## config.mk

```make
export PLATFORM = sky130hd
export DESIGN_NAME = tic_capture
export DESIGN_NICKNAME = d
export VERILOG_FILES = /design/src/tic_pkg.sv /design/src/tic_capture.sv
export SDC_FILE = /design/constraint.sdc
export NUM_CORES = 1
export LEC_CHECK = 0
export ABC_AREA = 1
export BUFFER_PORTS_ARGS = -buffer_cell sky130_fd_sc_hd__buf_2
export CAP_MARGIN = 20
export CORE_MARGIN = 1.5
export CORE_UTILIZATION = 46
export CTS_CLUSTER_SIZE = 16
export DETAILED_ROUTE_END_ITERATION = 10
export GPL_ROUTABILITY_DRIVEN = 0
export PLACE_DENSITY = 0.66
export SLEW_MARGIN = 30
export SYNTH_ARGS = -nofsm -noshare
export SYNTH_HDL_FRONTEND = slang
export SYNTH_SLANG_ARGS = --single-unit
export TNS_END_PERCENT = 1
```

## constraint.sdc

```tcl
create_clock -name CLK_IN -period 2.5 [get_ports CLK_IN]
set_clock_uncertainty 0.05 [all_clocks]
set_input_delay 0.5 -clock CLK_IN [delete_from_list [all_inputs] [get_ports CLK_IN]]
set_output_delay 0.5 -clock CLK_IN [all_outputs]
set_load 0.05 [all_outputs]
```

## src/tic_pkg.sv

```systemverilog
// package for the three channel input capture block: register map,
// control layout, mode codes and reset values.
// assumes a 32-bit APB master and one 50 MHz clock.
`default_nettype none
package tic_pkg;
    // register byte offsets
    localparam logic [7:0] OFF_CTRL1 = 8'h00;
    localparam logic [7:0] OFF_CTRL2 = 8'h04;
    localparam logic [7:0] OFF_CTRL3 = 8'h08;
    localparam logic [7:0] OFF_BUF1 = 8'h0C;
    localparam logic [7:0] OFF_BUF2 = 8'h10;
    localparam logic [7:0] OFF_BUF3 = 8'h14;
    localparam logic [7:0] OFF_TIMEBASE = 8'h18;
    localparam logic [7:0] OFF_STATUS = 8'h1C;
    localparam logic [7:0] OFF_CONFIG = 8'h20;

    // control register field positions
    localparam int REN_BIT = 6;
    localparam int MODE_LSB = 0;
    localparam int MODE_W = 4;

    // config register field positions
    localparam int CFG_FILTER_LSB = 0;
    localparam int CFG_ENCODER_BIT = 3;
    localparam int CFG_RUN_BIT = 4;

    // reset values
    localparam logic [3:0] MODE_RESET = 4'h0;
    localparam logic REN_RESET = 1'b0;
    localparam logic [15:0] TIMEBASE_RESET = 16'h0000;
    localparam logic [4:0] CONFIG_RESET = 5'h10;

    // noise filter: input must hold this many cycles
    localparam int FILTER_CYCLES = 3;

    // mode codes
    localparam logic [3:0] M_OFF = 4'h0;
    localparam logic [3:0] M_FALL = 4'h1;
    localparam logic [3:0] M_RISE = 4'h2;
    localparam logic [3:0] M_RISE4 = 4'h3;
    localparam logic [3:0] M_RISE16 = 4'h4;
    localparam logic [3:0] M_PERIOD = 4'h5;
    localparam logic [3:0] M_PW_FR = 4'h6;
    localparam logic [3:0] M_PW_RF = 4'h7;
    localparam logic [3:0] M_CHANGE = 4'h8;
    localparam logic [3:0] M_TRIG_FALL = 4'hE;
    localparam logic [3:0] M_TRIG_RISE = 4'hF;

    // prescaler terminal counts
    localparam logic [3:0] PRESC_LAST4 = 4'h3;
    localparam logic [3:0] PRESC_LAST16 = 4'hF;

    typedef struct packed {
        logic ren;
        logic [3:0] mode;
    } tic_ctrl_t;
endpackage : tic_pkg
`default_nettype wire

```

## src/tic_capture.sv

```systemverilog
// three channel input capture with shared 16-bit time base, APB slave.
// assumes capture pins are synchronous to CLK_IN; one zero-wait APB slave.
`default_nettype none

// Contract
// - three independent channels latch the 16-bit time base on their event
// - each channel has its own prescaler and an optional input noise filter
// - all channels latch and reset the one shared time base counter
// - control: reset-enable bit 6, mode bits 3..0, others read zero
// - outside pulse-width modes, reset-enable one resets time base on capture or trigger, zero leaves it running
// - mode 0000 is off; codes 1001 to 1101 do nothing
// - edge modes: falling, rising, every fourth or sixteenth rising edge
// - period mode latches on rising edges, optional reset same cycle
// - mode 1000 latches on every input change
// - pulse-width modes always reset on start edge, capture on opposite
// - entering pulse-width mode, first edge of either kind is captured
// - first capture after a mode write always stores the time base
// - sampled pin loads buffer two cycles later, reset in that same cycle
// - software time base write wins over capture reset
// - buffers take the incremented time base value
// - reset follows the latch, so captured value is never the reset
// - writing mode 0000 clears the prescaler count
// - other mode changes leave the prescaler count unchanged
// - channel one only: 1111 trigger on rising, 1110 on falling edge
// - trigger modes pulse the trigger but set no capture flag
// - encoder enable takes precedence and blocks all capture
// - each capture event sets its own channel's flag
module tic_capture #(
    parameter int FILTER_LEN = tic_pkg::FILTER_CYCLES
) (
    input wire logic CLK_IN, // 50 MHz clock
    input wire logic RST_N_IN, // synchronous reset, active low
    input wire logic PSEL_IN, // apb select
    input wire logic PENABLE_IN, // apb enable
    input wire logic PWRITE_IN, // apb direction
    input wire logic [7:0] PADDR_IN, // apb byte address
    input wire logic [31:0] PWDATA_IN, // apb write data
    output logic [31:0] PRDATA_OUT, // apb read data
    output logic PREADY_OUT, // apb ready
    output logic PSLVERR_OUT, // apb error, unmapped address
    input wire logic [2:0] CAPTURE_PIN_IN, // capture pins one to three
    output logic TRIGGER_OUT, // special event trigger pulse
    output logic [2:0] CAPTURE_FLAG_OUT // sticky capture flags
);
    localparam int FW = $clog2(FILTER_LEN + 1);

    tic_pkg::tic_ctrl_t ctrl [3];
    logic [3:0] presc [3];
    logic [2:0] first;
    logic [15:0] cap_buf [3];
    logic [15:0] time_base;
    logic [4:0] cfg;
    logic [2:0] flags;
    logic [2:0] samp;
    logic [2:0] filt;
    logic [2:0] prev;
    logic [FW-1:0] fcnt [3];
    logic [2:0] cap;
    logic [2:0] rst;
    logic trig;
    logic [3:0] next_presc [3];
    logic [15:0] tb_inc;
    logic wr;
    logic [31:0] rdata;
    logic hit;

    function automatic logic [3:0] step(input logic [3:0] cnt, input logic [3:0] last);
        step = (cnt == last) ? 4'h0 : cnt + 4'h1;
    endfunction : step

    assign wr = PSEL_IN & PENABLE_IN & PREADY_OUT & PWRITE_IN;
    assign tb_inc = time_base + 16'h0001;

    // pin sample and optional noise filter
    always_ff @(posedge CLK_IN)
    begin
        if (!RST_N_IN)
        begin
            samp <= 3'h0;
            filt <= 3'h0;
            prev <= 3'h0;
            for (int i = 0; i < 3; i++)
            begin
                fcnt[i] <= '0;
            end
        end
        else
        begin
            samp <= CAPTURE_PIN_IN;
            prev <= filt;
            for (int i = 0; i < 3; i++)
            begin
                if (!cfg[tic_pkg::CFG_FILTER_LSB + i] || samp[i] == filt[i])
                begin
                    fcnt[i] <= '0;
                    filt[i] <= samp[i];
                end
                else if (fcnt[i] == FW'(FILTER_LEN - 1))
                begin
                    fcnt[i] <= '0;
                    filt[i] <= samp[i];
                end
                else
                begin
                    fcnt[i] <= fcnt[i] + FW'(1);
                end
            end
        end
    end

    // event decode per channel
    always_comb
    begin
        logic rise;
        logic fall;
        rise = 1'b0;
        fall = 1'b0;
        trig = 1'b0;
        for (int i = 0; i < 3; i++)
        begin
            rise = filt[i] & ~prev[i] & ~cfg[tic_pkg::CFG_ENCODER_BIT];
            fall = ~filt[i] & prev[i] & ~cfg[tic_pkg::CFG_ENCODER_BIT];
            cap[i] = 1'b0;
            rst[i] = 1'b0;
            next_presc[i] = presc[i];
            case (ctrl[i].mode)
                tic_pkg::M_FALL:
                begin
                    cap[i] = fall;
                end
                tic_pkg::M_RISE, tic_pkg::M_PERIOD:
                begin
                    cap[i] = rise;
                end
                tic_pkg::M_RISE4:
                begin
                    cap[i] = rise & (presc[i] == tic_pkg::PRESC_LAST4);
                    if (rise)
                        next_presc[i] = step(presc[i], tic_pkg::PRESC_LAST4);
                end
                tic_pkg::M_RISE16:
                begin
                    cap[i] = rise & (presc[i] == tic_pkg::PRESC_LAST16);
                    if (rise)
                        next_presc[i] = step(presc[i], tic_pkg::PRESC_LAST16);
                end
                tic_pkg::M_PW_FR:
                begin
                    cap[i] = first[i] ? (rise | fall) : rise;
                    rst[i] = fall;
                end
                tic_pkg::M_PW_RF:
                begin
                    cap[i] = first[i] ? (rise | fall) : fall;
                    rst[i] = rise;
                end
                tic_pkg::M_CHANGE:
                begin
                    cap[i] = rise | fall;
                end
                tic_pkg::M_TRIG_FALL:
                begin
                    if (i == 0)
                        trig = fall;
                end
                tic_pkg::M_TRIG_RISE:
                begin
                    if (i == 0)
                        trig = rise;
                end
                default:
                begin
                    cap[i] = 1'b0;
                end
            endcase
            if (ctrl[i].mode != tic_pkg::M_PW_FR && ctrl[i].mode != tic_pkg::M_PW_RF)
                rst[i] = (cap[i] | (i == 0 && trig)) & ctrl[i].ren;
        end
    end

    // control registers, prescalers, first-edge marks
    always_ff @(posedge CLK_IN)
    begin
        if (!RST_N_IN)
        begin
            for (int i = 0; i < 3; i++)
            begin
                ctrl[i].ren <= tic_pkg::REN_RESET;
                ctrl[i].mode <= tic_pkg::MODE_RESET;
                presc[i] <= 4'h0;
            end
            first <= 3'h0;
            cfg <= tic_pkg::CONFIG_RESET;
        end
        else
        begin
            for (int i = 0; i < 3; i++)
            begin
                presc[i] <= next_presc[i];
                if (cap[i])
                    first[i] <= 1'b0;
                if (wr && PADDR_IN == tic_pkg::OFF_CTRL1 + 8'(4 * i))
                begin
                    ctrl[i].ren <= PWDATA_IN[tic_pkg::REN_BIT];
                    ctrl[i].mode <= PWDATA_IN[tic_pkg::MODE_LSB +: tic_pkg::MODE_W];
                    first[i] <= 1'b1;
                    if (PWDATA_IN[tic_pkg::MODE_LSB +: tic_pkg::MODE_W] == tic_pkg::M_OFF)
                        presc[i] <= 4'h0;
                    // other writes keep the prescaler count
                end
            end
            if (wr && PADDR_IN == tic_pkg::OFF_CONFIG)
                cfg <= PWDATA_IN[4:0];
        end
    end

    // shared time base and capture buffers
    always_ff @(posedge CLK_IN)
    begin
        if (!RST_N_IN)
        begin
            time_base <= tic_pkg::TIMEBASE_RESET;
            for (int i = 0; i < 3; i++)
            begin
                cap_buf[i] <= 16'h0000;
            end
        end
        else
        begin
            for (int i = 0; i < 3; i++)
            begin
                if (cap[i])
                    cap_buf[i] <= tb_inc;
            end
            if (wr && PADDR_IN == tic_pkg::OFF_TIMEBASE)
                time_base <= PWDATA_IN[15:0];
            else if (|rst)
                time_base <= 16'h0000;
            else if (cfg[tic_pkg::CFG_RUN_BIT])
                time_base <= tb_inc;
        end
    end

    // flags and trigger
    always_ff @(posedge CLK_IN)
    begin
        if (!RST_N_IN)
        begin
            flags <= 3'h0;
            TRIGGER_OUT <= 1'b0;
        end
        else
        begin
            TRIGGER_OUT <= trig;
            for (int i = 0; i < 3; i++)
            begin
                if (cap[i])
                    flags[i] <= 1'b1;
                else if (wr && PADDR_IN == tic_pkg::OFF_STATUS && PWDATA_IN[i])
                    flags[i] <= 1'b0;
            end
        end
    end

    assign CAPTURE_FLAG_OUT = flags;

    // read decode
    always_comb
    begin
        rdata = 32'h0000_0000;
        hit = 1'b1;
        if (PADDR_IN == tic_pkg::OFF_CTRL1)
            rdata = {25'h0, ctrl[0].ren, 2'h0, ctrl[0].mode};
        else if (PADDR_IN == tic_pkg::OFF_CTRL2)
            rdata = {25'h0, ctrl[1].ren, 2'h0, ctrl[1].mode};
        else if (PADDR_IN == tic_pkg::OFF_CTRL3)
            rdata = {25'h0, ctrl[2].ren, 2'h0, ctrl[2].mode};
        else if (PADDR_IN == tic_pkg::OFF_BUF1)
            rdata = {16'h0, cap_buf[0][15:8], cap_buf[0][7:0]};
        else if (PADDR_IN == tic_pkg::OFF_BUF2)
            rdata = {16'h0, cap_buf[1][15:8], cap_buf[1][7:0]};
        else if (PADDR_IN == tic_pkg::OFF_BUF3)
            rdata = {16'h0, cap_buf[2][15:8], cap_buf[2][7:0]};
        else if (PADDR_IN == tic_pkg::OFF_TIMEBASE)
            rdata = {16'h0, time_base};
        else if (PADDR_IN == tic_pkg::OFF_STATUS)
            rdata = {29'h0, flags};
        else if (PADDR_IN == tic_pkg::OFF_CONFIG)
            rdata = {27'h0, cfg};
        else
            hit = 1'b0;
    end

    // apb answer: ready in the first access cycle
    always_ff @(posedge CLK_IN)
    begin
        if (!RST_N_IN)
        begin
            PREADY_OUT <= 1'b0;
            PSLVERR_OUT <= 1'b0;
            PRDATA_OUT <= 32'h0000_0000;
        end
        else
        begin
            PREADY_OUT <= PSEL_IN & ~PENABLE_IN;
            PSLVERR_OUT <= PSEL_IN & ~PENABLE_IN & ~hit;
            if (PSEL_IN && !PENABLE_IN && !PWRITE_IN)
                PRDATA_OUT <= rdata;
        end
    end
endmodule : tic_capture
`default_nettype wire

```

Yosys cells after proc, flatten, opt, wreduce, memory -nomap -nowiden
Memories as Yosys holds them, arrays and structs flattened.
Index checks and enable logic that the tools add are counted.
Storage, ports and cells
  flip-flop bits (word level): 71
  bits in writable memories: 81
  bits of input ports: 48
  output and inout bits: 38
  logic and storage cells: 338
  memories kept: 4
Memory list
  cap_buf: depth 3, width 16, rd ports 3, clocked after Yosys merged registers in 0, wr ports 3, RTL line tic_capture.sv:50  | logic [15:0] cap_buf [3];
  ctrl: depth 3, width 5, rd ports 3, clocked after Yosys merged registers in 0, wr ports 3, RTL line tic_capture.sv:47  | tic_pkg::tic_ctrl_t ctrl [3];
  presc: depth 3, width 4, rd ports 3, clocked after Yosys merged registers in 0, wr ports 3, RTL line tic_capture.sv:48  | logic [3:0] presc [3];
  fcnt: depth 3, width 2, rd ports 3, clocked after Yosys merged registers in 0, wr ports 3, RTL line tic_capture.sv:57  | logic [FW-1:0] fcnt [3];
Cells by class
  $add $sub $neg: 7
  eq/ne operators: 52
  muxes and demuxes: 157
  bitwise logic cells: 63
  reduce and logical (&&, ||, !) cells: 38
Operators by type and width (count)
  16-bit 2-to-1 mux: 13
  1-bit 2-to-1 mux: 102
  4-bit 2-to-1 mux: 21
  4-bit by 3-bit == test with 1-bit output (second input constant): 12
  4-bit by 2-bit == test with 1-bit output (second input constant): 9
  4-bit == test (second input constant): 8
  8-bit by 5-bit == test with 1-bit output (second input constant): 4
  1-bit bitwise OR: 28
  1-bit bitwise AND: 26
  4-bit by 3-bit inequality test with 1-bit output (second input constant): 6
  4-bit one-hot mux with 2 select lines: 3
  1-bit one-hot mux with 7 select lines: 3
  2-bit 2-to-1 mux: 9
  2-bit nonzero test: 9
  16-bit by 1-bit adder with 16-bit output (second input constant): 1
  8-bit by 4-bit == test with 1-bit output (second input constant): 2
  1-bit logical AND: 14
  4-bit by 1-bit adder with 4-bit output (second input constant): 3
  4-bit by 1-bit == test with 1-bit output (second input constant): 3
  5-bit 2-to-1 mux: 2
  1-bit inverter: 9
  8-bit by 3-bit == test with 1-bit output (second input constant): 1
  8-bit by 6-bit == test with 1-bit output (second input constant): 1
  8-bit logical NOT: 1
  10 further kinds: 27

Longest topological paths before layout
Gate-level depths: netlist of the first run.
  depth after elaboration: 12
  depth in mapped cells: 16
  gate-level depth less buffers: 15

Worst setup path after synthesis of the first run
OpenSTA, ideal clock, no wires.
  path kind: register to register
  start: reg PREADY_OUT
  end: reg time_base[10]
  setup time: 0.112 ns
  arrival time: 1.840 ns
  data required time: 2.338 ns
  slack: 0.497 ns
  cell stages (with the launch flop): 11
  buffers on the path: 1
  period minus slack after synthesis: 2.003 ns
  cells stage by stage: dfxtp_1 > nand4_1 > nor2_4 > nor3_2 > nand2_4 > nor2_8 > nand2_4 > inv_4 > buf_6 > nor2_1 > nor2_2
Between the ends
  longest elaborated chain between the ends: 4
  elaborated cells between the ends (all ways): 5
  those cells by class: 1 x mux; 2 x bitwise; 2 x reduce/logical
Ends and longest elaborated chain
  start, declared: RTL line tic_capture.sv:39  | output logic PREADY_OUT,
  start signal, assigned: RTL line tic_capture.sv:305  | PREADY_OUT <= PSEL_IN & ~PENABLE_IN;
  1-bit bitwise AND (*) (2 in series): RTL line tic_capture.sv:71  | assign wr = PSEL_IN & PENABLE_IN & PREADY_OUT & PWRITE_IN;
  1-bit logical AND (*): RTL line tic_capture.sv:235  | if (wr && PADDR_IN == tic_pkg::OFF_TIMEBASE)
  3-bit nonzero test (no source line) / 16-bit 2-to-1 mux (equally long branches)
  end signal, assigned: RTL line tic_capture.sv:222  | time_base <= tic_pkg::TIMEBASE_RESET;
  end signal, assigned: RTL line tic_capture.sv:236  | time_base <= PWDATA_IN[15:0];
  end signal, assigned: RTL line tic_capture.sv:240  | time_base <= tb_inc;
  end, declared: RTL line tic_capture.sv:51  | logic [15:0] time_base;
Every way passes the cells marked *; elsewhere a longest branch is shown, timed or not.
A chain may end at the register's enable or synchronous reset.

==> flow_summary.json, run 1 <==
{
  "die_w_um": 127,
  "synth_ff_type": "edfxtp_1",
  "final_cell_mix": "nand2_1, inv_1, nor2_1",
  "met2_usage": 0.308,
  "power_switching_mw": 1.22,
  "hold_ws_ns": 0.208,
  "fp.dieArea_mm2": 0.0162,
  "synth_top_area_share": 0.321,
  "yosys.area.top_type": "edfxtp_1",
  "synthDistinctLibCells": 43,
  "crit_slowest_cell": "edfxtp_1",
  "grt_pass1_wl_mm": 26.8,
  "cp_data_required_time_ns": 2.81,
  "dp_hpwl_mm": 12.4,
  "cts_setup_buffers": 0,
  "max-cap-violations": 0,
  "p_leak_nw": 3.78,
  "synth.avg_cell_area_um2": 7.87,
  "timing.fmax_ghz": 0.469,
  "post_cts_resized": 0,
  "viasPerCell": 5.11,
  "finalCritPeriodShare": 0.852,
  "relSlewSlack": 0.624,
  "wl_mm": 16.5,
  "synth_seq_cells": 136,
  "synth-xor-area-share": 0.0210,
  "swShare": 0.236,
  "overflow": 0,
  "clock_latency_ns": 0.42,
  "crit_fanout": 25,
  "nNetsFinal": 1034,
  "synth.mux.area_fraction": 0,
  "grt_antenna_before_repair": 0,
  "yosys.area_share.simple": 0.282,
  "cp_cell_sequence": "ha_1, nand2_1, nor2_1, nand2_1, nand3_1, nand2_1, nand4_1, nand2_1, nand2_2, nor2_8, buf_12, nand2_1, nand2_1, nor2_1, nor2_1",
  "layout-area-overhead-vs-synth_pct": 15.3,
  "wire_per_inst_um": 14.0,
  "synthArstFlopShare": 0,
  "internal_power_mw": 3.93,
  "placementRows": 45,
  "end_kind": "register",
  "path_clk_slew_ns": 0.06,
  "critPathLaunchType": "register",
  "slew_violations": 0,
  "drive_above_1_share": 0.134,
  "clkPwrFrac": 0.457,
  "crit_top_cell": "nand2_1",
  "grt_pass1_vias": 5287,
  "status": "finished clean",
  "peakVddDrop_mv": 0.424,
  "setup_viol": 0,
  "postRouteAntennaNets": 0,
  "yosysSeqAreaShare": 0.491,
  "cts_tree": "yes",
  "drc_errors": 0,
  "vias": 6029,
  "die_h_um": 127,
  "critPathKind": "register to register",
  "grt_max_degree": 26,
  "finalSetupTns_ns": 0,
  "combPwrFrac": 0.063,
  "synth_edf_count": 76,
  "final_common_cell": "nand2_1",
  "core_region_area_mm2": 0.0151,
  "grtUsageTotal": 0.215,
  "root_buffer": "clkbuf_16",
  "crit_buf_inv": 1,
  "drtPass1Iterations": 5,
  "start_util": 0.469,
  "cts_buffers": 17,
  "synth_fa_ha_area_frac": 0.0123,
  "synthesis.area_mm2": 0.00710,
  "fin_crit_ns": 2.13,
  "top_usage_layer": "met1",
  "yosysWarnings": 0,
  "seq_power_share": 0.480,
  "yosys-top-cells-area": "edfxtp_1, dfxtp_1, nand2_1",
  "cts_sinks": 136,
  "io-pin-count": 86,
  "critPathTopFamily": "simple AND/OR/NAND/NOR gates",
  "cpPeakStageDelay_ns": 0.42,
  "cts_hold_repair.buffers": 0,
  "grtUsageMet3": 0.0473,
  "hp-class": "input port to register",
  "io_buffer_count": 53,
  "n_antenna_cell": 0,
  "cts_buffer_depth": 2,
  "synthCells": 902,
  "hold_viol_final": 0,
  "synth_top_family_by_area": "simple AND/OR/NAND/NOR gates",
  "powerDensity_mw_per_mm2": 629,
  "cts_max_level": 4,
  "cp.arrival_ns": 2.44,
  "worst_slew_pin_slew_ns": 0.558,
  "use_met1": 0.325,
  "drtIter0Drc": 553,
  "rsz0062_at_grt": "no",
  "synth_compound_area_frac": 0.0929
}
-- power by group through the flow --
stage / Clock [mW] / Combinational [mW] / Sequential (mW)
floorplan: 0 / 0.238 / 2.52
global placement: 0 / 0.320 / 2.52
detailed placement: 0 / 0.322 / 2.52
CTS: 2.38 / 0.324 / 2.47
global route: 2.48 / 0.360 / 2.48
finish: 2.35 / 0.324 / 2.47
-- per-stage QoR --
stage | instances | setup slack, ns | power, mW | instance area (µm²) | util
final | 1180 | 0.370 | 5.15 | 8190 | 0.540
after global routing | 1180 | 0.0982 | 5.32 | 8190 | 0.540
after CTS | 1180 | 0.370 | 5.18 | 8190 | 0.540
after detailed placement | 1148 | 0.185 | 2.84 | 7630 | 0.504
after global placement | 1148 | 0.190 | 2.84 | 7630 | 0.504
after floorplan | 922 | 0.497 | 2.76 | 7170 | -
-- worst paths after layout --
kind	cells past startpoint	from	endpoint	slack, ns
setup / recovery	15	presc[0][0]$_SDFFCE_PP0P_	time_base[9]$_SDFFE_PN0P_	0.37
hold / removal	3	CAPTURE_PIN_IN[0]	samp[0]$_SDFF_PN0_	0.21
setup reg to reg	15	presc[0][0]$_SDFFCE_PP0P_	time_base[9]$_SDFFE_PN0P_	0.37
hold reg to reg	2	PRDATA_OUT[14]$_SDFFE_PN0P_	PRDATA_OUT[14]$_SDFFE_PN0P_	0.41
-- sequential cells by signal, summed over array words and instances, names as in the netlist, 5 cells and up --
register and count:
cap_buf 48, fcnt 6, cfg 5, ctrl 15
presc 12, PRDATA_OUT 16, time_base 16
-- metal layers --
layer,share of wire,up-vias
met4,0.011,0
met3,0.061,16
li1,-,3066
met5,0,-
met1,0.51,2760
met2,0.42,187
-- layout make-up --
class / count / area (µm²)
Clock buffer: 20 / 457
Clock inverter: 12 / 101
Fill cell: 1482 / 6960
Inverter: 124 / 468
Multi-Input combinational cell: 623 / 2980
Sequential cell: 136 / 3480
Tap cell: 188 / 235
Timing Repair Buffer: 77 / 458
-- cells in the mapped netlist (3+ instances only) --
master,n
nand4_1,10
nor2_1,108
inv_1,117
nor4_1,6
clkbuf_1,15
buf_2,3
a21oi_1,51
o21ai_0,31
inv_2,3
clkinv_1,3
nand3_1,62
xor2_1,16
buf_4,18
dfxtp_1,60
o211ai_1,21
nand3_2,4
buf_6,3
nand2_1,235
ha_1,7
a211oi_1,3
edfxtp_1,76
nor3_1,14
o22ai_1,3
nor2_2,8
-- tightest hold or removal path, stage by stage --
cell and delay (ns):
buf_2 0.07, nand2_1 0.04, inv_1 0.04
-- cells by family after synthesis --
group,Yosys count
adders and majority gates,7
DFF,136
and+or+nand+nor,462
AOI/OAI and AO/OA,115
other,2
xor gates and xnor gates,17
buffers and inverters,163
(Power assumes the default switching activity.)
==> inputs of run 2 (changes only) <==
BUFFER_PORTS_ARGS = -buffer_cell sky130_fd_sc_hd__buf_4   (was -buffer_cell sky130_fd_sc_hd__buf_2)
SLEW_MARGIN = 25   (was 30)
==> flow_summary.json, run 2 (synthesized netlist as in run 1, its figures left out) <==
{
  "cts_tree": "yes",
  "p_total_mw": 5.41,
  "wire_per_inst_um": 14.1,
  "root_buffer": "clkbuf_16",
  "cpPeakStageDelay_ns": 0.47,
  "vias": 5936,
  "finalSetupTns_ns": 0,
  "worst_slew_pin_slew_ns": 0.583,
  "setup_viol": 0,
  "viasPerCell": 5.03,
  "post_cts_resized": 0,
  "placementRows": 45,
  "die_w_um": 127,
  "grt_max_degree": 29,
  "drtIter0Drc": 510,
  "cts_hold_repair.buffers": 0,
  "hp-class": "input port to register",
  "crit_buf_inv": 2,
  "path_clk_slew_ns": 0.06,
  "dp_hpwl_mm": 12.2,
  "grt_pass1_wl_mm": 26.9,
  "final_common_cell": "nand2_1",
  "finish.utilization": 0.554,
  "wl_mm": 16.6,
  "critPathKind": "register to register",
  "cts_buffer_depth": 2,
  "hold_ws_ns": 0.209,
  "crit_slowest_cell": "dfxtp_1",
  "clock_latency_ns": 0.42,
  "fin_crit_ns": 2.14,
  "grt_antenna_before_repair": 0,
  "max-cap-violations": 0,
  "n_fill_cell": 1435,
  "fp.dieArea_mm2": 0.0162,
  "finalCritPeriodShare": 0.855,
  "die_h_um": 127,
  "status": "finished clean",
  "critPathLaunchType": "register",
  "cp.arrival_ns": 2.45,
  "nNetsFinal": 1035,
  "io-pin-count": 86,
  "drtPass1Iterations": 5,
  "postRouteAntennaNets": 0,
  "end_kind": "register",
  "cts_buffers": 17,
  "cts_sinks": 136,
  "crit_fanout": 28,
  "layout-area-overhead-vs-synth_pct": 18.2,
  "slew_violations": 0,
  "drc_errors": 0,
  "n_antenna_cell": 0,
  "powerDensity_mw_per_mm2": 645,
  "largest_reg_flops": 48,
  "relSlewSlack": 0.607,
  "reg.largest.list": "cap_buf: 48 flops, PRDATA_OUT: 16 flops, time_base: 16 flops",
  "io_buffer_count": 53,
  "rsz0062_at_grt": "no",
  "top_usage_layer": "met2",
  "cp_cell_sequence": "inv_2, nand3_2, nor2_1, o21bai_1, nand4_1, nand2_1, nand2_2, nor2_8, buf_12, nand2_1, nand2_1, nor2_1, nor2_1",
  "final_cell_mix": "nand2_1, inv_1, nor2_1",
  "cts_max_level": 4,
  "timing.fmax_ghz": 0.468,
  "overflow": 0,
  "grt_pass1_vias": 5365,
  "p_leak_nw": 3.85,
  "max_flop_register": "cap_buf",
  "start_util": 0.469,
  "critPathTopFamily": "simple AND/OR/NAND/NOR gates",
  "drive_above_1_share": 0.136,
  "cts_setup_buffers": 0,
  "grtUsageTotal": 0.215,
  "cp_data_required_time_ns": 2.81,
  "hold_viol_final": 0,
  "use_met1": 0.318,
  "grtUsageMet3": 0.0511,
  "core_region_area_mm2": 0.0151,
  "peakVddDrop_mv": 0.445,
  "met2_usage": 0.319
}
-- run 2: cell count changes in the layout (fill, tap and decap cells not counted), moves of 2 or more --
cell	before	now
buf_2	53	0
buf_4	23	77
bufinv_16	1	3
clkbuf_8	2	0
clkinv_4	1	4
clkinvlp_4	5	2
inv_6	0	2
-- run 2: layout make-up --
| type | instances | area [µm²] | area share |
|---|---|---|---|
| repair buffers | 78 | 598 | 0.0713 |
| multi-input cells | 623 | 2980 | 0.356 |
| well taps | 188 | 235 | 0.0280 |
| clock inverters | 13 | 168 | 0.0200 |
| inverters | 124 | 468 | 0.0558 |
| flip-flops and latches | 136 | 3480 | 0.415 |
| clock buffers | 19 | 454 | 0.0541 |
-- run 2: metrics by stage --
step | setup slack (ns) | instance area (µm²) | std cells
after floorplan | 0.497 | 7170 | 922
after global placement | 0.0851 | 7770 | 1149
after detailed placement | 0.0160 | 7770 | 1149
after CTS | 0.368 | 8390 | 1181
after global routing | 0.153 | 8390 | 1181
final | 0.363 | 8390 | 1181
-- run 2: power breakdown --
part | internal [mW] | total, mW | leakage [nW] | switching [mW]
Clock | 1.64 | 2.60 | 0.299 | 0.967
Combinational | 0.105 | 0.340 | 2.27 | 0.235
Sequential | 2.43 | 2.47 | 1.28 | 0.0401
-- run 2: tightest hold or removal path, stage by stage --
cell and delay, ns:
buf_4 0.07, nand2_1 0.04, inv_1 0.04
-- run 2: metal layers --
metal	vias up	part of all wire
met3	5	0.057
met5	-	0
met4	0	0.0055
met2	171	0.43
li1	3065	-
met1	2695	0.51
-- run 2: worst paths after layout --
path	slack (ns)	from	depth (start not counted)	endpoint
max	0.36	cfg[3]$_SDFFE_PN0P_	13	time_base[15]$_SDFFE_PN0P_
min	0.21	CAPTURE_PIN_IN[2]	3	samp[2]$_SDFF_PN0_
max reg2reg	0.36	cfg[3]$_SDFFE_PN0P_	13	time_base[15]$_SDFFE_PN0P_
min reg2reg	0.41	PRDATA_OUT[14]$_SDFFE_PN0P_	2	PRDATA_OUT[14]$_SDFFE_PN0P_
